--- src/verilog/pwr_mode_pkg.sv ---
// Constants and types shared by the power mode and wake-up controller
package pwr_mode_pkg;
  // ==========================================
  // Register map
  localparam int         DATA_W     = 8;
  localparam int         ADDR_W     = 2;
  localparam int         PORTA_W    = 8;
  localparam logic [1:0] ADDR_SCC   = 2'h0;
  localparam logic [1:0] ADDR_HOSC  = 2'h1;
  localparam logic [1:0] ADDR_WAKE  = 2'h2;
  localparam logic [1:0] ADDR_STAT  = 2'h3;
  // ==========================================
  // Field positions
  localparam int SEL_MSB       = 7;
  localparam int SEL_LSB       = 5;
  localparam int HS_KEEP_BIT   = 1;
  localparam int LS_KEEP_BIT   = 0;
  localparam int HS_STABLE_BIT = 1;
  localparam int HS_EN_BIT     = 0;
  localparam int STAT_PDF_BIT  = 0;
  localparam int STAT_TO_BIT   = 1;
  localparam int STAT_MODE_LSB = 2;
  // ==========================================
  // Reset values and codes
  localparam logic [7:0] SCC_RST   = 8'h00;
  localparam logic       HS_EN_RST = 1'b1;
  localparam logic [7:0] WAKE_RST  = 8'h00;
  localparam logic [2:0] SEL_SUB   = 3'h7;
  // ==========================================
  // Timing
  localparam int MCLK_HZ  = 50_000_000;
  localparam int LS_RC_OSCILLATOR_HZ  = 32_000;
  localparam int LS_RC_OSCILLATOR_DIV = MCLK_HZ / LS_RC_OSCILLATOR_HZ;
  // ==========================================
  // Operating modes
  typedef enum logic [2:0] {
    MODE_FAST              = 3'b000,
    MODE_SLOW              = 3'b001,
    MODE_SLEEP             = 3'b010,
    MODE_IDLE_LOWCLK_ONLY  = 3'b011,
    MODE_IDLE_BOTH_CLOCKS  = 3'b100,
    MODE_IDLE_HIGHCLK_ONLY = 3'b101,
    MODE_WAKE              = 3'b110
  } mode_t;
endpackage : pwr_mode_pkg

--- src/verilog/power_mode_wakeup_control.sv ---
// Operating mode, system clock selection and wake-up control
//
// What this block does
// RULE_01: Select code 111 in FAST moves to SLOW
// RULE_02: Codes 000-110 in SLOW return to FAST
// RULE_03: Enter SLOW only once sub oscillator stable
// RULE_04: Restart high clock, wait stable flag first
// RULE_05: Halt with keep 00 enters SLEEP
// RULE_06: Halt with keep 01 keeps sub only
// RULE_07: Halt with keep 11 keeps both clocks
// RULE_08: Halt with keep 10 keeps high only
// RULE_09: Low power stops execution, holds state
// RULE_10: Halt sets power-down, clears timeout flag
// RULE_11: Low power entry clears watchdog counter
// RULE_12: Port A edge, interrupt or overflow wakes
// RULE_13: Power-up or watchdog clear clears power-down
// RULE_14: Overflow in low power sets timeout, wakes
// RULE_15: Per-pin wake enable, resume after halt
// RULE_16: Unserviceable interrupt wake resumes, stays pending
// RULE_17: Serviceable interrupt wake vectors normally
// RULE_18: Already pending interrupt cannot wake
// RULE_19: Resume only after oscillator restarts stable
// RULE_20: Select codes divide high clock 1 to 64
// RULE_21: Oscillator enable clears then sets stable flag
// RULE_22: SLEEP keeps slow RC only with watchdog
// RULE_23: Clock source switches without glitches
// RULE_24: Keep bits sampled at halt
//
// Our own choices: strobed register access and the placing of the registers.
`timescale 1ns/1ps
module power_mode_wakeup_control #(
  parameter int IRQ_W    = 8,
  parameter int LS_RC_OSCILLATOR_CYC = pwr_mode_pkg::LS_RC_OSCILLATOR_DIV
) (
  input  wire logic                              mclk_i,
  input  wire logic                              rst_b_i,
  input  wire logic [pwr_mode_pkg::ADDR_W-1:0]   addr_i,
  input  wire logic [pwr_mode_pkg::DATA_W-1:0]   wdata_i,
  input  wire logic                              wr_i,
  input  wire logic                              rd_i,
  output logic      [pwr_mode_pkg::DATA_W-1:0]   rdata_o,
  input  wire logic                              halt_i,
  input  wire logic                              clr_wdt_i,
  input  wire logic                              wdt_enable_i,
  input  wire logic                              wdt_overflow_i,
  input  wire logic [IRQ_W-1:0]                  irq_req_i,
  input  wire logic [IRQ_W-1:0]                  irq_en_i,
  input  wire logic                              stack_full_i,
  input  wire logic [pwr_mode_pkg::PORTA_W-1:0]  porta_i,
  input  wire logic                              hs_ready_i,
  input  wire logic                              ls_ready_i,
  output logic                                   sys_clk_tick_o,
  output logic                                   cpu_run_o,
  output logic                                   hs_osc_on_o,
  output logic                                   sub_clk_on_o,
  output logic                                   ls_rc_oscillator_on_o,
  output pwr_mode_pkg::mode_t                    mode_o,
  output logic                                   power_down_flag_o,
  output logic                                   wdt_timeout_flag_o,
  output logic                                   wdt_clear_o,
  output logic                                   pc_sp_reset_o,
  output logic                                   irq_vector_o,
  output logic                                   resume_o
);
  import pwr_mode_pkg::*;

  localparam int SYNC_W = PORTA_W + 2;

  // ==========================================
  // Helpers
  function automatic logic [5:0] div_mask(input logic [2:0] sel);
    logic [6:0] one_hot;
    one_hot = 7'h01 << sel;
    return 6'(one_hot - 7'h01);
  endfunction : div_mask

  function automatic logic is_low_power(input mode_t m);
    return (m == MODE_SLEEP) || (m == MODE_IDLE_LOWCLK_ONLY) ||
           (m == MODE_IDLE_BOTH_CLOCKS) || (m == MODE_IDLE_HIGHCLK_ONLY);
  endfunction : is_low_power

  // ==========================================
  // Pin synchronisers, dividers, stable flag
  logic [SYNC_W-1:0]  sync1_r;
  logic [SYNC_W-1:0]  sync2_r;
  logic [PORTA_W-1:0] pa_prev_r;
  logic [PORTA_W-1:0] pa_prev_nxt;
  logic [10:0]        ls_rc_oscillator_cnt_r;
  logic [10:0]        ls_rc_oscillator_cnt_nxt;
  logic               ls_tick_r;
  logic               ls_tick_nxt;
  logic [5:0]         fdiv_r;
  logic [5:0]         fdiv_nxt;
  logic               hs_on_d_r;
  logic               hs_stable_r;
  logic               hs_stable_nxt;
  logic [PORTA_W-1:0] pa_s;
  logic               hs_ready_s;
  logic               ls_ready_s;
  logic               pa_fall;
  logic               fast_tick;

  // Registers and state, declared ahead of use
  logic [7:0]         scc_r;
  logic [7:0]         scc_nxt;
  logic               hs_en_r;
  logic               hs_en_nxt;
  logic [7:0]         wake_en_r;
  logic [7:0]         wake_en_nxt;
  logic [7:0]         rdata_nxt;
  logic [2:0]         sel;
  mode_t              mode_r;
  mode_t              mode_nxt;
  logic               on_sub_r;
  logic               on_sub_nxt;
  logic [2:0]         sel_act_r;
  logic [2:0]         sel_act_nxt;
  logic [IRQ_W-1:0]   armed_r;
  logic [IRQ_W-1:0]   armed_nxt;
  logic               wake_wdt_r;
  logic               wake_wdt_nxt;
  logic               pdf_nxt;
  logic               to_nxt;
  logic               wdt_clr_nxt;
  logic               pcsp_nxt;
  logic               vec_nxt;
  logic               resume_nxt;
  logic               tick_nxt;
  logic               cpu_run_nxt;
  logic               hs_on_nxt;
  logic               sub_on_nxt;
  logic               ls_rc_oscillator_on_nxt;
  logic               run_mode;
  logic               wake_ev;

  assign pa_s       = sync2_r[SYNC_W-1:2];
  assign hs_ready_s = sync2_r[1];
  assign ls_ready_s = sync2_r[0];
  assign sel        = scc_r[SEL_MSB:SEL_LSB];
  // Divided high clock tick, ratio 2**sel_act
  assign fast_tick  = (fdiv_r & div_mask(sel_act_r)) == 6'h00; // RULE_20
  assign pa_fall    = |(pa_prev_r & ~pa_s & wake_en_r); // RULE_15

  always_comb begin : clk_comb
    pa_prev_nxt  = pa_s;
    fdiv_nxt     = fdiv_r + 6'h01;
    ls_rc_oscillator_cnt_nxt = ls_rc_oscillator_cnt_r;
    ls_tick_nxt  = 1'b0;
    if (ls_rc_oscillator_on_o) begin
      if (ls_rc_oscillator_cnt_r == 11'(LS_RC_OSCILLATOR_CYC - 1)) begin
        ls_rc_oscillator_cnt_nxt = 11'h000;
        ls_tick_nxt  = 1'b1;
      end else begin
        ls_rc_oscillator_cnt_nxt = ls_rc_oscillator_cnt_r + 11'h001;
      end
    end
    // Flag is low in the first cycle after enable, and while off
    hs_stable_nxt = hs_osc_on_o & hs_on_d_r & (hs_stable_r | hs_ready_s); // RULE_21
  end

  always_ff @(posedge mclk_i or negedge rst_b_i) begin
    if (!rst_b_i) begin
      sync1_r     <= '0;
      sync2_r     <= '0;
      pa_prev_r   <= '0;
      ls_rc_oscillator_cnt_r  <= 11'h000;
      ls_tick_r   <= 1'b0;
      fdiv_r      <= 6'h00;
      hs_on_d_r   <= 1'b0;
      hs_stable_r <= 1'b0;
    end else begin
      sync1_r     <= {porta_i, hs_ready_i, ls_ready_i};
      sync2_r     <= sync1_r;
      pa_prev_r   <= pa_prev_nxt;
      ls_rc_oscillator_cnt_r  <= ls_rc_oscillator_cnt_nxt;
      ls_tick_r   <= ls_tick_nxt;
      fdiv_r      <= fdiv_nxt;
      hs_on_d_r   <= hs_osc_on_o;
      hs_stable_r <= hs_stable_nxt;
    end
  end

  // ==========================================
  // Register port
  always_comb begin : reg_comb
    scc_nxt     = scc_r;
    hs_en_nxt   = hs_en_r;
    wake_en_nxt = wake_en_r;
    rdata_nxt   = 8'h00;
    if (wr_i) begin
      case (addr_i)
        ADDR_SCC:  scc_nxt     = wdata_i & 8'hE3;
        ADDR_HOSC: hs_en_nxt   = wdata_i[HS_EN_BIT];
        ADDR_WAKE: wake_en_nxt = wdata_i;
        default:   ;
      endcase
    end
    if (rd_i) begin
      case (addr_i)
        ADDR_SCC:  rdata_nxt = scc_r;
        ADDR_HOSC: rdata_nxt = {6'h00, hs_stable_r, hs_en_r};
        ADDR_WAKE: rdata_nxt = wake_en_r;
        default: begin
          rdata_nxt[STAT_PDF_BIT] = power_down_flag_o;
          rdata_nxt[STAT_TO_BIT]  = wdt_timeout_flag_o;
          rdata_nxt[STAT_MODE_LSB +: 3] = mode_r;
        end
      endcase
    end
  end

  always_ff @(posedge mclk_i or negedge rst_b_i) begin
    if (!rst_b_i) begin
      scc_r     <= SCC_RST;
      hs_en_r   <= HS_EN_RST;
      wake_en_r <= WAKE_RST;
      rdata_o   <= 8'h00;
    end else begin
      scc_r     <= scc_nxt;
      hs_en_r   <= hs_en_nxt;
      wake_en_r <= wake_en_nxt;
      rdata_o   <= rdata_nxt;
    end
  end

  // ==========================================
  // Mode machine and status flags
  assign run_mode = (mode_r == MODE_FAST) || (mode_r == MODE_SLOW);
  // Requests already pending at halt are masked out of the wake term
  assign wake_ev  = pa_fall | (|(irq_req_i & armed_r)) | wdt_overflow_i; // RULE_12 RULE_18

  always_comb begin : fsm_comb
    mode_nxt     = mode_r;
    on_sub_nxt   = on_sub_r;
    sel_act_nxt  = sel_act_r;
    armed_nxt    = armed_r;
    wake_wdt_nxt = wake_wdt_r;
    pdf_nxt      = power_down_flag_o;
    to_nxt       = wdt_timeout_flag_o;
    wdt_clr_nxt  = 1'b0;
    pcsp_nxt     = 1'b0;
    vec_nxt      = 1'b0;
    resume_nxt   = 1'b0;
    if (clr_wdt_i) begin
      pdf_nxt = 1'b0; // RULE_13
    end
    case (mode_r)
      MODE_FAST, MODE_SLOW: begin
        if (halt_i) begin
          // Keep bits taken as they stand in this cycle
          case ({scc_r[HS_KEEP_BIT], scc_r[LS_KEEP_BIT]}) // RULE_24
            2'b00:   mode_nxt = MODE_SLEEP; // RULE_05
            2'b01:   mode_nxt = MODE_IDLE_LOWCLK_ONLY; // RULE_06
            2'b11:   mode_nxt = MODE_IDLE_BOTH_CLOCKS; // RULE_07
            default: mode_nxt = MODE_IDLE_HIGHCLK_ONLY; // RULE_08
          endcase
          armed_nxt   = ~irq_req_i; // RULE_18
          pdf_nxt     = 1'b1; // RULE_10
          to_nxt      = 1'b0; // RULE_10
          wdt_clr_nxt = 1'b1; // RULE_11
        end else if (mode_r == MODE_FAST) begin
          // Source and ratio change only on a tick of the old source
          if (fast_tick && sel == SEL_SUB && ls_ready_s) begin // RULE_01 RULE_03 RULE_23
            mode_nxt   = MODE_SLOW;
            on_sub_nxt = 1'b1;
          end else if (fast_tick && sel != SEL_SUB) begin // RULE_23
            sel_act_nxt = sel;
          end
        end else if (ls_tick_r && sel != SEL_SUB && hs_stable_r) begin // RULE_02 RULE_04
          mode_nxt    = MODE_FAST;
          on_sub_nxt  = 1'b0;
          sel_act_nxt = sel; // RULE_20
        end
      end
      MODE_SLEEP, MODE_IDLE_LOWCLK_ONLY, MODE_IDLE_BOTH_CLOCKS,
      MODE_IDLE_HIGHCLK_ONLY: begin
        if (wake_ev) begin // RULE_12
          mode_nxt     = MODE_WAKE;
          wake_wdt_nxt = wdt_overflow_i;
          pcsp_nxt     = wdt_overflow_i; // RULE_14
        end
      end
      MODE_WAKE: begin
        // Hold the CPU until the clock it ran on is stable again
        if (on_sub_r ? ls_ready_s : hs_stable_r) begin // RULE_19
          mode_nxt = on_sub_r ? MODE_SLOW : MODE_FAST;
          if (!wake_wdt_r) begin
            if ((|(irq_req_i & armed_r & irq_en_i)) && !stack_full_i) begin
              vec_nxt = 1'b1; // RULE_17
            end else begin
              // Request flag is untouched, so it stays pending
              resume_nxt = 1'b1; // RULE_15 RULE_16
            end
          end
        end
      end
      default: mode_nxt = MODE_FAST;
    endcase
    if (wdt_overflow_i) begin
      to_nxt = 1'b1; // RULE_14
    end
  end

  // Clock and oscillator requests follow the next mode
  always_comb begin : osc_comb
    cpu_run_nxt = (mode_nxt == MODE_FAST) || (mode_nxt == MODE_SLOW); // RULE_09
    tick_nxt    = run_mode && !halt_i && (on_sub_r ? ls_tick_r : fast_tick); // RULE_09
    ls_rc_oscillator_on_nxt = 1'b1;
    sub_on_nxt  = 1'b1;
    hs_on_nxt   = 1'b0;
    case (mode_nxt)
      MODE_FAST:              hs_on_nxt = 1'b1;
      MODE_SLOW:              hs_on_nxt = hs_en_r | (sel != SEL_SUB); // RULE_04
      MODE_SLEEP: begin
        sub_on_nxt  = 1'b0; // RULE_05
        ls_rc_oscillator_on_nxt = wdt_enable_i; // RULE_22
      end
      MODE_IDLE_LOWCLK_ONLY:  hs_on_nxt = 1'b0; // RULE_06
      MODE_IDLE_BOTH_CLOCKS:  hs_on_nxt = 1'b1; // RULE_07
      MODE_IDLE_HIGHCLK_ONLY: begin
        hs_on_nxt  = 1'b1; // RULE_08
        sub_on_nxt = 1'b0; // RULE_08
      end
      default:                hs_on_nxt = !on_sub_nxt | hs_en_r | (sel != SEL_SUB);
    endcase
  end

  always_ff @(posedge mclk_i or negedge rst_b_i) begin
    if (!rst_b_i) begin
      mode_r             <= MODE_FAST;
      on_sub_r           <= 1'b0;
      sel_act_r          <= 3'h0;
      armed_r            <= '0;
      wake_wdt_r         <= 1'b0;
      power_down_flag_o  <= 1'b0;
      wdt_timeout_flag_o <= 1'b0;
      wdt_clear_o        <= 1'b0;
      pc_sp_reset_o      <= 1'b0;
      irq_vector_o       <= 1'b0;
      resume_o           <= 1'b0;
      sys_clk_tick_o     <= 1'b0;
      cpu_run_o          <= 1'b1;
      hs_osc_on_o        <= 1'b1;
      sub_clk_on_o       <= 1'b1;
      ls_rc_oscillator_on_o          <= 1'b1;
    end else begin
      mode_r             <= mode_nxt;
      on_sub_r           <= on_sub_nxt;
      sel_act_r          <= sel_act_nxt;
      armed_r            <= armed_nxt;
      wake_wdt_r         <= wake_wdt_nxt;
      power_down_flag_o  <= pdf_nxt;
      wdt_timeout_flag_o <= to_nxt;
      wdt_clear_o        <= wdt_clr_nxt;
      pc_sp_reset_o      <= pcsp_nxt;
      irq_vector_o       <= vec_nxt;
      resume_o           <= resume_nxt;
      sys_clk_tick_o     <= tick_nxt;
      cpu_run_o          <= cpu_run_nxt;
      hs_osc_on_o        <= hs_on_nxt;
      sub_clk_on_o       <= sub_on_nxt;
      ls_rc_oscillator_on_o          <= ls_rc_oscillator_on_nxt;
    end
  end

  assign mode_o = mode_r;
endmodule : power_mode_wakeup_control

--- config.mk ---
export PLATFORM = sky130hd
export DESIGN_NAME = power_mode_wakeup_control
export DESIGN_NICKNAME = d
export VERILOG_FILES = /design/src/verilog/pwr_mode_pkg.sv /design/src/verilog/power_mode_wakeup_control.sv
export SDC_FILE = /design/constraint.sdc
export NUM_CORES = 1
export LEC_CHECK = 0
export BUFFER_PORTS_ARGS = -buffer_cell sky130_fd_sc_hd__buf_4
export CAP_MARGIN = 20
export CORE_ASPECT_RATIO = 0.8
export CORE_UTILIZATION = 55
export CTS_BUF_LIST = sky130_fd_sc_hd__clkbuf_4 sky130_fd_sc_hd__clkbuf_8
export DETAILED_ROUTE_END_ITERATION = 8
export GPL_ROUTABILITY_DRIVEN = 0
export HOLD_SLACK_MARGIN = 0.12
export PLACE_DENSITY = 0.78
export SYNTH_ARGS = -nofsm -noshare
export SYNTH_HDL_FRONTEND = slang
export SYNTH_SLANG_ARGS = --single-unit
--- constraint.sdc ---
create_clock -name mclk_i -period 3.3 [get_ports mclk_i]
set_clock_uncertainty 0.05 [all_clocks]
set_input_delay 0.33 -clock mclk_i [delete_from_list [all_inputs] [get_ports mclk_i]]
set_output_delay 0.33 -clock mclk_i [all_outputs]
set_load 0.05 [all_outputs]
### After elaboration in Yosys (flattened, before gate mapping)

Index checks and enable logic that the tools add are counted.

| word-level totals | value |
|---|---|
| memory bits (writable) | 0 |
| word-level logic and storage cells | 151 |
| bits of input ports | 45 |
| latch bits | 0 |
| memories | 0 |
| ROM bits | 0 |
| register bits after elaboration | 97 |

| operators by class | value |
|---|---|
| shifts and indexed selects | 1 |
| muxes and demuxes | 47 |
| eq/ne operators | 20 |
| bitwise gates (word level) | 16 |
| div/mod/pow operators | 0 |
| $add $sub $neg | 3 |
| reduce and logical (&&, ||, !) cells | 36 |
| multiply operators | 0 |
| order comparisons | 0 |

Operators with widths:

| cell | count |
|---|---|
| bitwise AND 8 bit | 4 |
| two-way mux 1 bit | 30 |
| two-way mux 3 bit | 10 |
| OR reduction 8 bit | 3 |
| equality test 3 bit, second input constant | 6 |
| one-hot mux 3 bit (3 select lines) | 2 |
| inverter 8 bit | 2 |
| one-hot mux 5 bit (3 select lines) | 1 |
| equality test 3 x 2 -> 1 bit, second input constant | 4 |
| AND reduction 2 bit | 6 |
| adder 11 x 1 -> 11 bit, second input constant | 1 |
| equality test 11 bit, second input constant | 1 |
| two-way mux 11 bit | 1 |
| logical AND 1 bit | 8 |
| two-way mux 8 bit | 1 |
| adder 6 x 1 -> 6 bit, second input constant | 1 |
| bitwise AND 6 bit | 1 |
| equality test 3 x 1 -> 1 bit, second input constant | 2 |
| zero test 3 bit | 2 |
| zero test 6 bit | 1 |
| bitwise OR 1 bit | 6 |
| one-hot mux 3 bit (2 select lines) | 1 |
| nonzero test 2 bit | 3 |
| OR reduction 2 bit | 3 |
| other kinds (16) | 23 |

### Longest topological paths before layout

| depth | value |
|---|---|
| depth in word-level cells | 14 |
| mapped depth | 9 |
| mapped depth without buffers | 9 |

### Least setup slack after synthesis

Ideal clock, no wire load.

| timing path | value |
|---|---|
| kind | register to register |
| start | reg sel_act_r[2] |
| end | reg sel_act_r[0] |
| cell stages (with the launch flop) | 9 |
| path slack | 0.858 ns |
| arrival | 2.267 ns |
| cells stage by stage | dfrtp_1 > or3_4 > ha_1 > inv_1 > a222oi_1 > o31ai_2 > o21a_1 > nor2_2 > mux2_2 |

| on the way | value |
|---|---|
| longest elaborated chain between the ends | 8 |

Ends and longest elaborated chain:

| item | line | source |
|---|---|---|
| from (decl) | power_mode_wakeup_control.sv:116 | `logic [2:0] sel_act_r;` |
| from (signal assigned) | power_mode_wakeup_control.sv:349 | `sel_act_r <= sel_act_nxt;` |
| << shifter 1 x 3 -> 6 bit (*) | power_mode_wakeup_control.sv:73 | `one_hot = 7'h01 << sel;` |
| subtractor 6 x 1 -> 6 bit (*) | power_mode_wakeup_control.sv:74 | `return 6'(one_hot - 7'h01);` |
| bitwise AND 6 bit (*) | power_mode_wakeup_control.sv:141 | `assign fast_tick = (fdiv_r & div_mask(sel_act_r)) == 6'h00;` |
| zero test 6 bit (*) | power_mode_wakeup_control.sv:141 |  |
| logical AND 1 bit (2 in a row) | power_mode_wakeup_control.sv:263 | `if (fast_tick && sel == SEL_SUB && ls_ready_s) begin` |
| inequality test 2 bit (no line) | -- |  |
| AND reduction 5 bit (no line) (*) | -- |  |

Every way passes the cells marked *; elsewhere a longest branch is shown, timed or not.
A chain may end at the register's enable or synchronous reset.

### Worst setup path in the final report

| timing path | value |
|---|---|
| start | reg sel_act_r[2] |
| end | reg sel_act_r[2] |

The elaborated chain is that of the path after synthesis.

==> impl_metrics.yaml <==
outcome:
  status: "finished, final reports clean"
synth:
  synth_edf_count: 0
  synth_top_cell_by_area: "dfrtp_1"
  synthesis.area_per_instance_um2: 12.3
  ys_types: 51
  ys_seq_elements: 97
  post-synth-top-area-fraction_pct: 58.6
  synth_seq_area_share_pct: 62.0
  async_reset_ff_share_pct: 100
  synth-main-ff-cell: "dfrtp_1"
  synth_warnings: 0
  netlist_area_mm2: 0.00393
  synth_area_leaders: "dfrtp_1, mux2_2, dfstp_2, nand2_1, ha_1"
  synth_nets: 372
  synthCells: 319
cells_and_area:
  antenna_cells: 0
  layout_common_cells: "dfrtp_1, buf_4, nand2_1"
  syn_to_final_growth_pct: 25.3
  fin_nets: 465
  drive_gt1_share_pct: 28.1
  final_common_cell: "dfrtp_1"
grt:
  grt_pass1_vias: 2805
  grt_pass1_wl_um: 13300
  antenna_found_initial: 0
  grt_start_max_net_pins: 69
  grt_overflow: 0
  grt_usage_pct: 23.9
pwr:
  power_w: 0.00356
  power.static_leakage_nw: 2.37
  power.density_mw_per_mm2: 723
  vdd_ir_drop_max_v: 0.000434
setup_path:
  crit_path_end_kind: "flop"
  path_max_fanout: 7
  required_ns: 3.50
  startpoint_type: "flop"
  cp_data_arrival_time_ns: 2.92
  crit_type: "reg -> reg"
sta:
  relSlewSlack_pct: 39.2
  final-setup-viol-count: 0
  finalCritPeriodShare_pct: 82.7
  finalSetupTns_ns: 0
  rsz0062_at_grt: "false"
  worst_slew_pin_slew_ns: 0.910
  setup_slack_ns: 0.573
  timing.fmax_mhz: 367
  final_hold_viol_count: 0
  post-route-min-period_ns: 2.73
  slew_viol_final: 0
cts:
  cts_buffers: 9
  cts_tree: "yes"
  clock-sinks: 97
  worstSkewPairLatency_ns: 0.35
  clk_pin_slew_ns: 0.09
  clockRootBuffer: "clkbuf_8"
  cts_buffer_depth: 2
  postCtsResizedCells: 0
  htreeDepth: 3
routing:
  vias: 2713
  vias_per_cell: 5.38
  drc: 0
  wl_per_cell_um: 15.4
  ant_nets: 0
  drt-total-wl_um: 7780
  drtIter0Drc: 165
  firstDrtPassIters: 5
place:
  hpwl_um: 5600
  dpl_worst_slack_ns: 0.572
  io_buffers: 66
floorplan:
  die_h_um: 77.6
  die_area_mm2: 0.00748
  ioPinCount: 67
  initial_core_util_pct: 57.0
  row_count: 27
  core-area_mm2: 0.00689
  fp.dieW_um: 96.5
flow_run:
  maxCapViolCount: 0
min_path:
  hp-class: "in -> reg"
## per-layer routing
layer,routed length [um],part of all wire [%],GRT usage (%),vias to the layer above
met5,0,0,0,-
met4,144,1.8,8.53,0
met2,3570,46,34.9,82
li1,-,-,-,1309
met3,429,5.5,6.37,13
met1,3640,47,34.4,1309
## sequential cells by signal (all words and copies together), names as in the netlist, 3 cells and up
name	flops
wake_en_r	8
fdiv_r	6
sync1_r	10
sel_act_r	3
ls_rc_oscillator_cnt_r	11
mode_o	3
armed_r	8
sync2_r	10
rdata_o	8
pa_prev_r	8
scc_r	5
## cell families after synthesis
logic type / share of synthesized area (%)
and+or+nand+nor: 14.9
DFF: 62.0
AOI/OAI and AO/OA: 8.86
muxes: 7.49
buffers and inverters: 1.72
xor gates and xnor gates: 2.45
adders and majority gates: 2.55
## final cells by class
class | count | area [um2]
Clock buffer | 10 | 131
Clock inverter | 6 | 68.8
Fill cell | 494 | 1970
Inverter | 10 | 37.5
Multi-Input combinational cell | 206 | 1430
Sequential cell | 97 | 2430
Tap cell | 87 | 109
Timing Repair Buffer | 88 | 708
## synthesized netlist by cell type (3+ instances only)
library cell	count
nand2b_1	7
a21oi_1	14
a21o_1	4
nand3b_1	3
xnor2_1	4
dfrtp_1	92
nor3_1	4
o21ai_0	11
and3_1	7
and2_1	5
dfstp_2	5
inv_1	10
ha_1	8
mux2_2	15
clkbuf_1	5
nand3_1	16
o22ai_1	4
nor2_1	24
mux2i_1	8
nand2_1	27
xor2_1	7
## per-stage QoR
stage | hold WS, ns | cell area [um2] | util (%) | instances
after global placement | 0.283 | 4530 | 65.7 | 469
final | 0.146 | 4920 | 71.4 | 504
after CTS | 0.132 | 4920 | 71.4 | 504
after floorplan | -0.0156 | 3930 | - | 319
after global routing | 0.137 | 4920 | 71.4 | 504
after detailed placement | 0.285 | 4530 | 65.7 | 469
## timing repair
item                      CTS  global route
setup buffers               0             0
hold buffers               19             0
hold endpoints to repair   81             0
## final timing paths
path / startpoint / end / slack [ns] / depth (start not counted)
min in group asynchronous: rst_b_i / pa_prev_r[2]$_DFF_PN0_ / 0.56 / 2
max in group asynchronous: rst_b_i / ls_rc_oscillator_on_o$_DFF_PN1_ / 1.83 / 3
worst min-delay path: wdt_enable_i / ls_rc_oscillator_on_o$_DFF_PN1_ / 0.15 / 2
worst max register to register: sel_act_r[2]$_DFFE_PN0P_ / sel_act_r[2]$_DFFE_PN0P_ / 0.57 / 8
worst max-delay path: sel_act_r[2]$_DFFE_PN0P_ / sel_act_r[2]$_DFFE_PN0P_ / 0.57 / 8
worst min register to register: sync1_r[7]$_DFF_PN0_ / sync2_r[7]$_DFF_PN0_ / 0.30 / 0
## critical path, stage by stage, from the launching register on
cell and delay (ns):
dfrtp_1 0.46, or3_4 0.42, ha_1 0.28, inv_1 0.04, a222oi_1 0.42, o31ai_2 0.21
o21a_1 0.22, nor2_2 0.17, mux2_2 0.36
## power breakdown
group,internal (W),switching (W)
registers,0.00144,0.000247
logic,0.000471,0.000648
clock network,0.000361,0.000396
Note: power is estimated with default switching activity, not from simulation.
